==> src/ofr_pkg.sv <==
// Package for the off-core response filter: field layout, bit positions,
// reset values, request kinds, supplier kinds and product variants.
// Assumes the config register is 64 bits wide and the core gives one request per cycle.
package ofr_pkg;

	// ************************************************************
	// Config register layout
	// ************************************************************
	localparam int CFG_W   = 64;
	localparam int REQ_LSB = 0;
	localparam int REQ_MSB = 15;
	localparam int SUP_LSB = 16;
	localparam int SUP_MSB = 30;
	localparam int SNP_LSB = 31;
	localparam int SNP_MSB = 37;
	localparam int REQ_W   = REQ_MSB - REQ_LSB + 1;
	localparam int SUP_W   = SUP_MSB - SUP_LSB + 1;
	localparam int SNP_W   = SNP_MSB - SNP_LSB + 1;

	localparam logic [CFG_W-1:0] CFG_RESET = 64'h0000_0000_0000_0000;

	// ************************************************************
	// Request-type bit positions
	// ************************************************************
	localparam int REQ_BIT_DEMAND_DATA   = 0;
	localparam int REQ_BIT_DEMAND_OWN    = 1;
	localparam int REQ_BIT_DEMAND_CODE   = 2;
	localparam int REQ_BIT_WRITEBACK     = 3;
	localparam int REQ_BIT_L2PF_DATA     = 4;
	localparam int REQ_BIT_L2PF_OWN      = 5;
	localparam int REQ_BIT_L2PF_CODE     = 6;
	localparam int REQ_BIT_L3PF_DATA     = 7;
	localparam int REQ_BIT_L3PF_OWN      = 8;
	localparam int REQ_BIT_L3PF_CODE     = 9;
	localparam int REQ_BIT_LOCK          = 10;
	localparam int REQ_BIT_STREAM_STORE  = 11;
	localparam int REQ_BIT_OTHER         = 15;

	// Bits 14:12 are reserved
	localparam logic [REQ_W-1:0] REQ_WRITABLE = 16'h8fff;

	// ************************************************************
	// Supplier bit positions, relative to SUP_LSB
	// ************************************************************
	localparam int SUP_REL_ANY        = 0;
	localparam int SUP_REL_NO_SUPPLIER_MATCH    = 1;
	localparam int SUP_REL_LLC_M      = 2;
	localparam int SUP_REL_LLC_E      = 3;
	localparam int SUP_REL_LLC_S      = 4;
	localparam int SUP_REL_LLC_F      = 5;
	localparam int SUP_REL_LOCAL_MEM  = 6;
	localparam int SUP_REL_L4_LOCAL   = 6;
	localparam int SUP_REL_L4_HOP0    = 7;
	localparam int SUP_REL_L4_HOP1    = 8;
	localparam int SUP_REL_L4_FAR     = 9;
	localparam int SUP_REL_REM_HOP0   = 11;
	localparam int SUP_REL_REM_HOP1   = 12;
	localparam int SUP_REL_REM_FAR    = 13;

	// Writable supplier bits per variant; others read zero
	localparam logic [SUP_W-1:0] SUP_WR_CLIENT    = 15'h005f;
	localparam logic [SUP_W-1:0] SUP_WR_CLIENT_L4 = 15'h03df;
	localparam logic [SUP_W-1:0] SUP_WR_SERVER    = 15'h387f;

	// ************************************************************
	// Enumerations
	// ************************************************************
	typedef enum logic [1:0] {
		OFR_VAR_CLIENT,
		OFR_VAR_CLIENT_L4,
		OFR_VAR_SERVER
	} ofr_variant_e;

	typedef enum logic [4:0] {
		OFR_RQ_DEMAND_DATA,
		OFR_RQ_PAGE_WALK,
		OFR_RQ_DEMAND_OWN,
		OFR_RQ_SW_WRITE_PF,
		OFR_RQ_DEMAND_CODE,
		OFR_RQ_L1I_PF,
		OFR_RQ_WRITEBACK,
		OFR_RQ_L2PF_DATA,
		OFR_RQ_L2PF_OWN,
		OFR_RQ_L2PF_CODE,
		OFR_RQ_L3PF_DATA,
		OFR_RQ_L3PF_OWN,
		OFR_RQ_L3PF_CODE,
		OFR_RQ_SPLIT_LOCK,
		OFR_RQ_UNCACHED_LOCK,
		OFR_RQ_STREAM_STORE,
		OFR_RQ_OTHER
	} ofr_req_kind_e;

	typedef enum logic [3:0] {
		OFR_SP_NONE,
		OFR_SP_LLC_M,
		OFR_SP_LLC_E,
		OFR_SP_LLC_S,
		OFR_SP_LLC_F,
		OFR_SP_LOCAL_MEM,
		OFR_SP_L4_LOCAL,
		OFR_SP_L4_HOP0,
		OFR_SP_L4_HOP1,
		OFR_SP_L4_FAR,
		OFR_SP_REM_HOP0,
		OFR_SP_REM_HOP1,
		OFR_SP_REM_FAR
	} ofr_supplier_e;

endpackage

==> src/ofr_supplier_map.sv <==
// Supplier decoder: turns the reported supplier of a response into a
// registered match vector laid out like the supplier field of the config.
// Assumes the variant input is already settled when responses arrive.
`timescale 1ns/1ps
module ofr_supplier_map (
	input  wire logic                         i_clk_sys,
	input  wire logic                         i_nrst,
	input  wire logic                         i_clk_en,
	input  wire logic                         i_valid,
	input  wire ofr_pkg::ofr_variant_e        i_variant,
	input  wire ofr_pkg::ofr_supplier_e       i_supplier,
	output logic [ofr_pkg::SUP_W-1:0]         o_match_vec
);

	// ************************************************************
	// Decode
	// ************************************************************
	logic [ofr_pkg::SUP_W-1:0] vec_d;
	logic                      is_client;
	logic                      is_l4;
	logic                      is_server;

	assign is_client = (i_variant == ofr_pkg::OFR_VAR_CLIENT);
	assign is_l4     = (i_variant == ofr_pkg::OFR_VAR_CLIENT_L4);
	assign is_server = (i_variant == ofr_pkg::OFR_VAR_SERVER);

	always_comb begin
		vec_d = '0;
		if (i_valid) begin
			vec_d[ofr_pkg::SUP_REL_ANY] = 1'b1;
			unique case (i_supplier)
				ofr_pkg::OFR_SP_NONE:      vec_d[ofr_pkg::SUP_REL_NO_SUPPLIER_MATCH] = 1'b1;
				ofr_pkg::OFR_SP_LLC_M:     vec_d[ofr_pkg::SUP_REL_LLC_M] = 1'b1;
				ofr_pkg::OFR_SP_LLC_E:     vec_d[ofr_pkg::SUP_REL_LLC_E] = 1'b1;
				ofr_pkg::OFR_SP_LLC_S:     vec_d[ofr_pkg::SUP_REL_LLC_S] = 1'b1;
				ofr_pkg::OFR_SP_LLC_F:     vec_d[ofr_pkg::SUP_REL_LLC_F] = is_server;
				ofr_pkg::OFR_SP_LOCAL_MEM: vec_d[ofr_pkg::SUP_REL_LOCAL_MEM] = !is_l4;
				ofr_pkg::OFR_SP_L4_LOCAL:  vec_d[ofr_pkg::SUP_REL_L4_LOCAL] = is_l4;
				ofr_pkg::OFR_SP_L4_HOP0:   vec_d[ofr_pkg::SUP_REL_L4_HOP0] = is_l4;
				ofr_pkg::OFR_SP_L4_HOP1:   vec_d[ofr_pkg::SUP_REL_L4_HOP1] = is_l4;
				ofr_pkg::OFR_SP_L4_FAR:    vec_d[ofr_pkg::SUP_REL_L4_FAR] = is_l4;
				ofr_pkg::OFR_SP_REM_HOP0:  vec_d[ofr_pkg::SUP_REL_REM_HOP0] = is_server;
				ofr_pkg::OFR_SP_REM_HOP1:  vec_d[ofr_pkg::SUP_REL_REM_HOP1] = is_server;
				ofr_pkg::OFR_SP_REM_FAR:   vec_d[ofr_pkg::SUP_REL_REM_FAR] = is_server;
				default:                   vec_d[ofr_pkg::SUP_REL_NO_SUPPLIER_MATCH] = is_client;
			endcase
		end
	end

	// ************************************************************
	// Output register
	// ************************************************************
	always_ff @(posedge i_clk_sys or negedge i_nrst) begin
		if (!i_nrst) begin
			o_match_vec <= '0;
		end else if (i_clk_en) begin
			o_match_vec <= vec_d;
		end
	end

endmodule

==> src/ofr_filter.sv <==
// Off-core response filter: holds the off-core response config register and
// qualifies each request leaving the core against its three masks.
// Assumes one request per cycle on the request port, the variant strap steady
// through reset release, and a counter outside that takes o_event_q.
//
// Overview of operation
// - Request-type mask is config bits 15:0
// - Supplier mask is config bits 30:16
// - Snoop mask is config bits 37:31
// - Bit 0: demand data and page-walk reads
// - Bit 1: demand ownership and write-intent prefetch
// - Bit 2: demand code and L1I prefetch
// - Bit 3: modified line writebacks
// - Bits 4-6: L2 prefetch data, ownership, code
// - Bits 7-9: L3 prefetch data, ownership, code
// - Bit 10: split or uncached locks
// - Bit 11: streaming stores
// - Bit 15: any other request; 14:12 reserved
// - Supplier bit 16 matches every response
// - Bit 17: no supplier information
// - Bits 18-20: LLC modified, exclusive, shared hit
// - Supplier layout depends on product variant
// - Client: bit 22 local memory, rest reserved
// - Server: forward hit, local, remote hops
`timescale 1ns/1ps
module ofr_filter #(
	parameter int CFG_WIDTH = 64
) (
	input  wire logic                       i_clk_sys,
	input  wire logic                       i_nrst,
	input  wire logic                       i_clk_en,
	input  wire logic [1:0]                 i_variant,
	input  wire logic                       i_cfg_wr_en,
	input  wire logic [CFG_WIDTH-1:0]       i_cfg_wdata,
	input  wire logic                       i_cfg_rd_en,
	input  wire logic                       i_req_valid,
	input  wire ofr_pkg::ofr_req_kind_e     i_req_kind,
	input  wire ofr_pkg::ofr_supplier_e     i_rsp_supplier,
	input  wire logic [ofr_pkg::SNP_W-1:0]  i_rsp_snoop,
	output logic [CFG_WIDTH-1:0]            o_cfg_rdata_q,
	output logic                            o_cfg_programmed_q,
	output logic                            o_event_q
);

	// ************************************************************
	// Elaboration check
	// ************************************************************
	if (CFG_WIDTH != ofr_pkg::CFG_W) begin : g_bad_width
		$error("CFG_WIDTH must equal the config register width");
	end

	// ************************************************************
	// Variant strap, caught after reset release
	// ************************************************************
	ofr_pkg::ofr_variant_e variant_q;
	ofr_pkg::ofr_variant_e variant_d;
	logic                  strap_taken_q;

	assign variant_d = (i_variant == 2'h3) ? ofr_pkg::OFR_VAR_CLIENT
	                                       : ofr_pkg::ofr_variant_e'(i_variant);

	always_ff @(posedge i_clk_sys or negedge i_nrst) begin
		if (!i_nrst) begin
			variant_q     <= ofr_pkg::OFR_VAR_CLIENT;
			strap_taken_q <= 1'b0;
		end else if (i_clk_en && !strap_taken_q) begin
			variant_q     <= variant_d;
			strap_taken_q <= 1'b1;
		end
	end

	// ************************************************************
	// Config register
	// ************************************************************
	logic [CFG_WIDTH-1:0]        cfg_q;
	logic [CFG_WIDTH-1:0]        cfg_d;
	logic [ofr_pkg::SUP_W-1:0]   sup_writable;
	logic [ofr_pkg::REQ_W-1:0]   req_mask;
	logic [ofr_pkg::SUP_W-1:0]   sup_mask;
	logic [ofr_pkg::SNP_W-1:0]   snp_mask;

	assign sup_writable =
		(variant_q == ofr_pkg::OFR_VAR_SERVER)    ? ofr_pkg::SUP_WR_SERVER :
		(variant_q == ofr_pkg::OFR_VAR_CLIENT_L4) ? ofr_pkg::SUP_WR_CLIENT_L4 :
		                                            ofr_pkg::SUP_WR_CLIENT;

	always_comb begin
		cfg_d = '0;
		cfg_d[ofr_pkg::REQ_MSB:ofr_pkg::REQ_LSB] =
			i_cfg_wdata[ofr_pkg::REQ_MSB:ofr_pkg::REQ_LSB] & ofr_pkg::REQ_WRITABLE;
		cfg_d[ofr_pkg::SUP_MSB:ofr_pkg::SUP_LSB] =
			i_cfg_wdata[ofr_pkg::SUP_MSB:ofr_pkg::SUP_LSB] & sup_writable;
		cfg_d[ofr_pkg::SNP_MSB:ofr_pkg::SNP_LSB] =
			i_cfg_wdata[ofr_pkg::SNP_MSB:ofr_pkg::SNP_LSB];
	end

	always_ff @(posedge i_clk_sys or negedge i_nrst) begin
		if (!i_nrst) begin
			cfg_q              <= ofr_pkg::CFG_RESET;
			o_cfg_programmed_q <= 1'b0;
		end else if (i_clk_en && i_cfg_wr_en) begin
			cfg_q              <= cfg_d;
			o_cfg_programmed_q <= 1'b1;
		end
	end

	always_ff @(posedge i_clk_sys or negedge i_nrst) begin
		if (!i_nrst) begin
			o_cfg_rdata_q <= ofr_pkg::CFG_RESET;
		end else if (i_clk_en && i_cfg_rd_en) begin
			o_cfg_rdata_q <= cfg_q;
		end
	end

	assign req_mask = cfg_q[ofr_pkg::REQ_MSB:ofr_pkg::REQ_LSB];
	assign sup_mask = cfg_q[ofr_pkg::SUP_MSB:ofr_pkg::SUP_LSB];
	assign snp_mask = cfg_q[ofr_pkg::SNP_MSB:ofr_pkg::SNP_LSB];

	// ************************************************************
	// Request kind to request-type bit
	// ************************************************************
	function automatic logic [ofr_pkg::REQ_W-1:0] req_onehot(input ofr_pkg::ofr_req_kind_e k);
		logic [ofr_pkg::REQ_W-1:0] v;
		v = '0;
		unique case (k)
			ofr_pkg::OFR_RQ_DEMAND_DATA,
			ofr_pkg::OFR_RQ_PAGE_WALK:     v[ofr_pkg::REQ_BIT_DEMAND_DATA] = 1'b1;
			ofr_pkg::OFR_RQ_DEMAND_OWN,
			ofr_pkg::OFR_RQ_SW_WRITE_PF:   v[ofr_pkg::REQ_BIT_DEMAND_OWN] = 1'b1;
			ofr_pkg::OFR_RQ_DEMAND_CODE,
			ofr_pkg::OFR_RQ_L1I_PF:        v[ofr_pkg::REQ_BIT_DEMAND_CODE] = 1'b1;
			ofr_pkg::OFR_RQ_WRITEBACK:     v[ofr_pkg::REQ_BIT_WRITEBACK] = 1'b1;
			ofr_pkg::OFR_RQ_L2PF_DATA:     v[ofr_pkg::REQ_BIT_L2PF_DATA] = 1'b1;
			ofr_pkg::OFR_RQ_L2PF_OWN:      v[ofr_pkg::REQ_BIT_L2PF_OWN] = 1'b1;
			ofr_pkg::OFR_RQ_L2PF_CODE:     v[ofr_pkg::REQ_BIT_L2PF_CODE] = 1'b1;
			ofr_pkg::OFR_RQ_L3PF_DATA:     v[ofr_pkg::REQ_BIT_L3PF_DATA] = 1'b1;
			ofr_pkg::OFR_RQ_L3PF_OWN:      v[ofr_pkg::REQ_BIT_L3PF_OWN] = 1'b1;
			ofr_pkg::OFR_RQ_L3PF_CODE:     v[ofr_pkg::REQ_BIT_L3PF_CODE] = 1'b1;
			ofr_pkg::OFR_RQ_SPLIT_LOCK,
			ofr_pkg::OFR_RQ_UNCACHED_LOCK: v[ofr_pkg::REQ_BIT_LOCK] = 1'b1;
			ofr_pkg::OFR_RQ_STREAM_STORE:  v[ofr_pkg::REQ_BIT_STREAM_STORE] = 1'b1;
			ofr_pkg::OFR_RQ_OTHER:         v[ofr_pkg::REQ_BIT_OTHER] = 1'b1;
			default:                       v[ofr_pkg::REQ_BIT_OTHER] = 1'b1;
		endcase
		return v;
	endfunction

	// ************************************************************
	// Stage 1: capture request attributes
	// ************************************************************
	logic                      s1_valid_q;
	logic [ofr_pkg::REQ_W-1:0] s1_req_vec_q;
	logic [ofr_pkg::SNP_W-1:0] s1_snoop_q;
	logic [ofr_pkg::SUP_W-1:0] s1_sup_vec;

	always_ff @(posedge i_clk_sys or negedge i_nrst) begin
		if (!i_nrst) begin
			s1_valid_q   <= 1'b0;
			s1_req_vec_q <= '0;
			s1_snoop_q   <= '0;
		end else if (i_clk_en) begin
			s1_valid_q   <= i_req_valid;
			s1_req_vec_q <= i_req_valid ? req_onehot(i_req_kind) : '0;
			s1_snoop_q   <= i_req_valid ? i_rsp_snoop : '0;
		end
	end

	ofr_supplier_map u_supplier_map (
		.i_clk_sys   (i_clk_sys),
		.i_nrst      (i_nrst),
		.i_clk_en    (i_clk_en),
		.i_valid     (i_req_valid),
		.i_variant   (variant_q),
		.i_supplier  (i_rsp_supplier),
		.o_match_vec (s1_sup_vec)
	);

	// ************************************************************
	// Stage 2: qualify against the masks
	// ************************************************************
	logic req_hit;
	logic sup_hit;
	logic snp_hit;
	logic event_d;

	assign req_hit = |(s1_req_vec_q & req_mask);
	assign sup_hit = |(s1_sup_vec & sup_mask);
	assign snp_hit = |(s1_snoop_q & snp_mask);
	assign event_d = s1_valid_q && req_hit && sup_hit && snp_hit;

	always_ff @(posedge i_clk_sys or negedge i_nrst) begin
		if (!i_nrst) begin
			o_event_q <= 1'b0;
		end else if (i_clk_en) begin
			o_event_q <= event_d;
		end
	end

	// Request accepted by the first stage this cycle
	logic req_take;
	assign req_take = i_clk_en && i_req_valid;
endmodule

==> config.mk <==
export PLATFORM = sky130hd
export DESIGN_NAME = ofr_filter
export DESIGN_NICKNAME = d
export VERILOG_FILES = /design/src/ofr_pkg.sv /design/src/ofr_supplier_map.sv /design/src/ofr_filter.sv
export SDC_FILE = /design/constraint.sdc
export NUM_CORES = 1
export LEC_CHECK = 0
export ABC_AREA = 1
export CORE_UTILIZATION = 40
export CTS_CLUSTER_SIZE = 10
export DETAILED_ROUTE_END_ITERATION = 8
export DONT_BUFFER_PORTS = 1
export PLACE_DENSITY = 0.54
export SLEW_MARGIN = 20
export SYNTH_ARGS = -nofsm -noshare
export SYNTH_HDL_FRONTEND = slang
export SYNTH_SLANG_ARGS = --single-unit
==> constraint.sdc <==
create_clock -name i_clk_sys -period 1.3 [get_ports i_clk_sys]
set_clock_uncertainty 0.1 [all_clocks]
set_input_delay 0.39 -clock i_clk_sys [delete_from_list [all_inputs] [get_ports i_clk_sys]]
set_output_delay 0.39 -clock i_clk_sys [all_outputs]
set_load 0.005 [all_outputs]
==> out/qor.csv <==
metric;value;unit
grt_antenna_before_repair;0;
grtUsageTotal;17.75;%
hp-class;in -> async;
coreArea;10940;um^2
drive_above_1_share;11.36;%
final_hold_viol_count;104;
synth-simple-area-share;18.88;%
h-tree-depth;3;
seq_area_frac_synth;57.32;%
port_buffers;0;
cts_tree;built;
setup_viol;0;
die_w;108.5;um
vias_per_cell;4.861;
fp-row-count;38;
cap_violations;0;
end_kind;output pin;
synth_top_area_share;57.32;%
synth.area.top_cells;dfrtp_1, nand2_1, buf_4;
first_iter_violations;211;
place_hpwl;6.718;mm
crit_cells;0;
drv_slew;0;
final_nets;576;
fin_crit_sh;96.08;%
post_cts_buffers;0;
grt_pass1_vias;2936;
synth_xor_area_share;0;%
syn-cell-area;4541;um^2
max_freq;0.8006;GHz
power_per_cell_area;1476;nW/um^2
ys_warn_count;0;
vdd.ir_drop.worst;0.6095;mV
ant_nets;0;
grt_start_max_net_pins;105;
ys_ff_latch;104;
holdWs;-0.3643;ns
numCtsBuffers;9;
drcViolationCount;0;
yosysMostFrequentCell;nand2_1;
num_vias;3077;
critPathMaxFanout;2;
cp_data_arrival_time;0.76;ns
startpoint;o_cfg_rdata_q[36];
r2r-start;variant_q[1];
drtPass1Iterations;4;
ioPinCount;154;
cts_sinks;104;
synthArstFlopShare;100.0;%
power_leakage;2.456;nW
cts_buffer_depth;2;
rsz0062_at_grt;false;
syn_inst;483;
area_growth;8.404;%
synth_commonest_cells;nand2_1, dfrtp_1, o21ai_0;
synth_compound_area_share;8.377;%
synth_ff_type;dfrtp_1;
outcome;finished, violations left;
synthMuxAreaShare;4.877;%
die_h;108.5;um
r2r_slack;0.13;ns
crit_path_start_kind;flop;
synth_edf_count;0;
initial_core_util;41.52;%
diodes;0;
wirelength;9.689;mm
synthAdderAreaFrac;0;%
avgSynthCellArea;9.401;um^2
r2r_end;u_supplier_map.o_match_vec[7];
die-area;11780;um^2
finalCoreUtilization;45.01;%
crit_end;o_cfg_rdata_q[36];
fin_setup_tns;0;ns
violations;negative hold slack;
root_buffer;clkbuf_16;
gp_congestion;0.8411;
required;0.81;ns
grt_pass1_wl;15.75;mm
fin_crit;1.249;ns
r2r.worst_path.cells;3;
crit_type;reg -> out;
synth_top_family_by_area;simple AND/OR/NAND/NOR gates;
cts.reportedPaths.clkPinSlew;0.07;ns
grt_overflow_total;0;
yosysTopAreaCell;dfrtp_1;
insertion_delay;0.35;ns
synth_cell_type_count;25;
post_drt_wl_per_cell;15.31;um
[logic make-up after synthesis]
group,count (synthesis)
AND/OR/NAND/NOR,214
flip-flops,104
buffers and inverters,82
AO/OA/AOI/OAI,63
multiplexers,19
other,1
[final cells by class]
type	instances	area (um^2)
clock buffers	9	225.2
well taps	140	175.2
repair buffers	13	135.1
fillers	1066	6013
multi-input cells	327	1580
clock inverters	7	80.08
flip-flops and latches	104	2603
inverters	33	123.9
[power breakdown]
part	switching (mW)	internal [mW]
registers	0.267	3.59
clock network	1.26	1.51
logic	0.341	0.295
[repair_timing]
action / 4_1_cts / 5_1_grt
gates resized for setup: 0 / 2
setup endpoints to repair: 0 / 6
endpoints found under the hold margin: 104 / 104
[cell usage in the layout (no fill, tap or decap), drive strengths merged]
| master | n |
|---|---|
| clkinvlp | 2 |
| o21ai | 43 |
| nand2 | 166 |
| or2 | 2 |
| a22o | 8 |
| o31ai | 4 |
| a41oi | 1 |
| nand3 | 21 |
| nand4 | 1 |
| bufinv | 1 |
| a32o | 4 |
| mux2 | 19 |
| o22ai | 1 |
| conb | 31 |
| buf | 13 |
| nor3 | 4 |
| nor2 | 20 |
| dfrtp | 104 |
| clkinv | 2 |
| inv | 35 |
| clkbuf | 9 |
| a21oi | 2 |
[how the worst min path moves through the flow]
stage	cells past startpoint	start	slack (ns)	endpoint
floorplan	0	i_nrst	-0.006	cfg_q[0]
global route	0	i_nrst	-0.38	cfg_q[0]
CTS	0	i_nrst	-0.38	o_cfg_programmed_q
finish	0	i_nrst	-0.36	s1_req_vec_q[4]
detailed placement	0	i_nrst	-0.004	cfg_q[0]
global placement	0	i_nrst	-0.004	o_cfg_rdata_q[5]
[sequential cells by signal, indices dropped and copies added (netlist names)]
name	flops
cfg_q	33
o_cfg_rdata_q	33
s1_req_vec_q	13
u_supplier_map.o_match_vec	13
s1_snoop_q	7
variant_q	2
o_cfg_programmed_q	1
o_event_q	1
strap_taken_q	1
[stage by stage]
stage	setup WS (ns)	instances	power, mW	hold WS, ns	area, um^2
detailed placement	0.01248	617	4.566	-0.003589	4612
floorplan	-0.01656	513	4.417	-0.005591	4662
finish	0.05096	633	7.267	-0.3643	4922
global placement	0.01619	617	4.536	-0.003667	4612
CTS	0.006859	633	7.346	-0.3802	4917
global route	0.003382	633	7.624	-0.3758	4922
[routing by layer]
metal  vias up  global-route usage [%]  share of wire (%)
li1       1508                       -                  -
met1      1465                   24.80                 47
met2        93                   26.22                 44
met3        11                   4.219                7.3
met4         0                   7.529                1.5
met5         -                       0                  0
No activity file was read; power rests on OpenSTA's default activity.
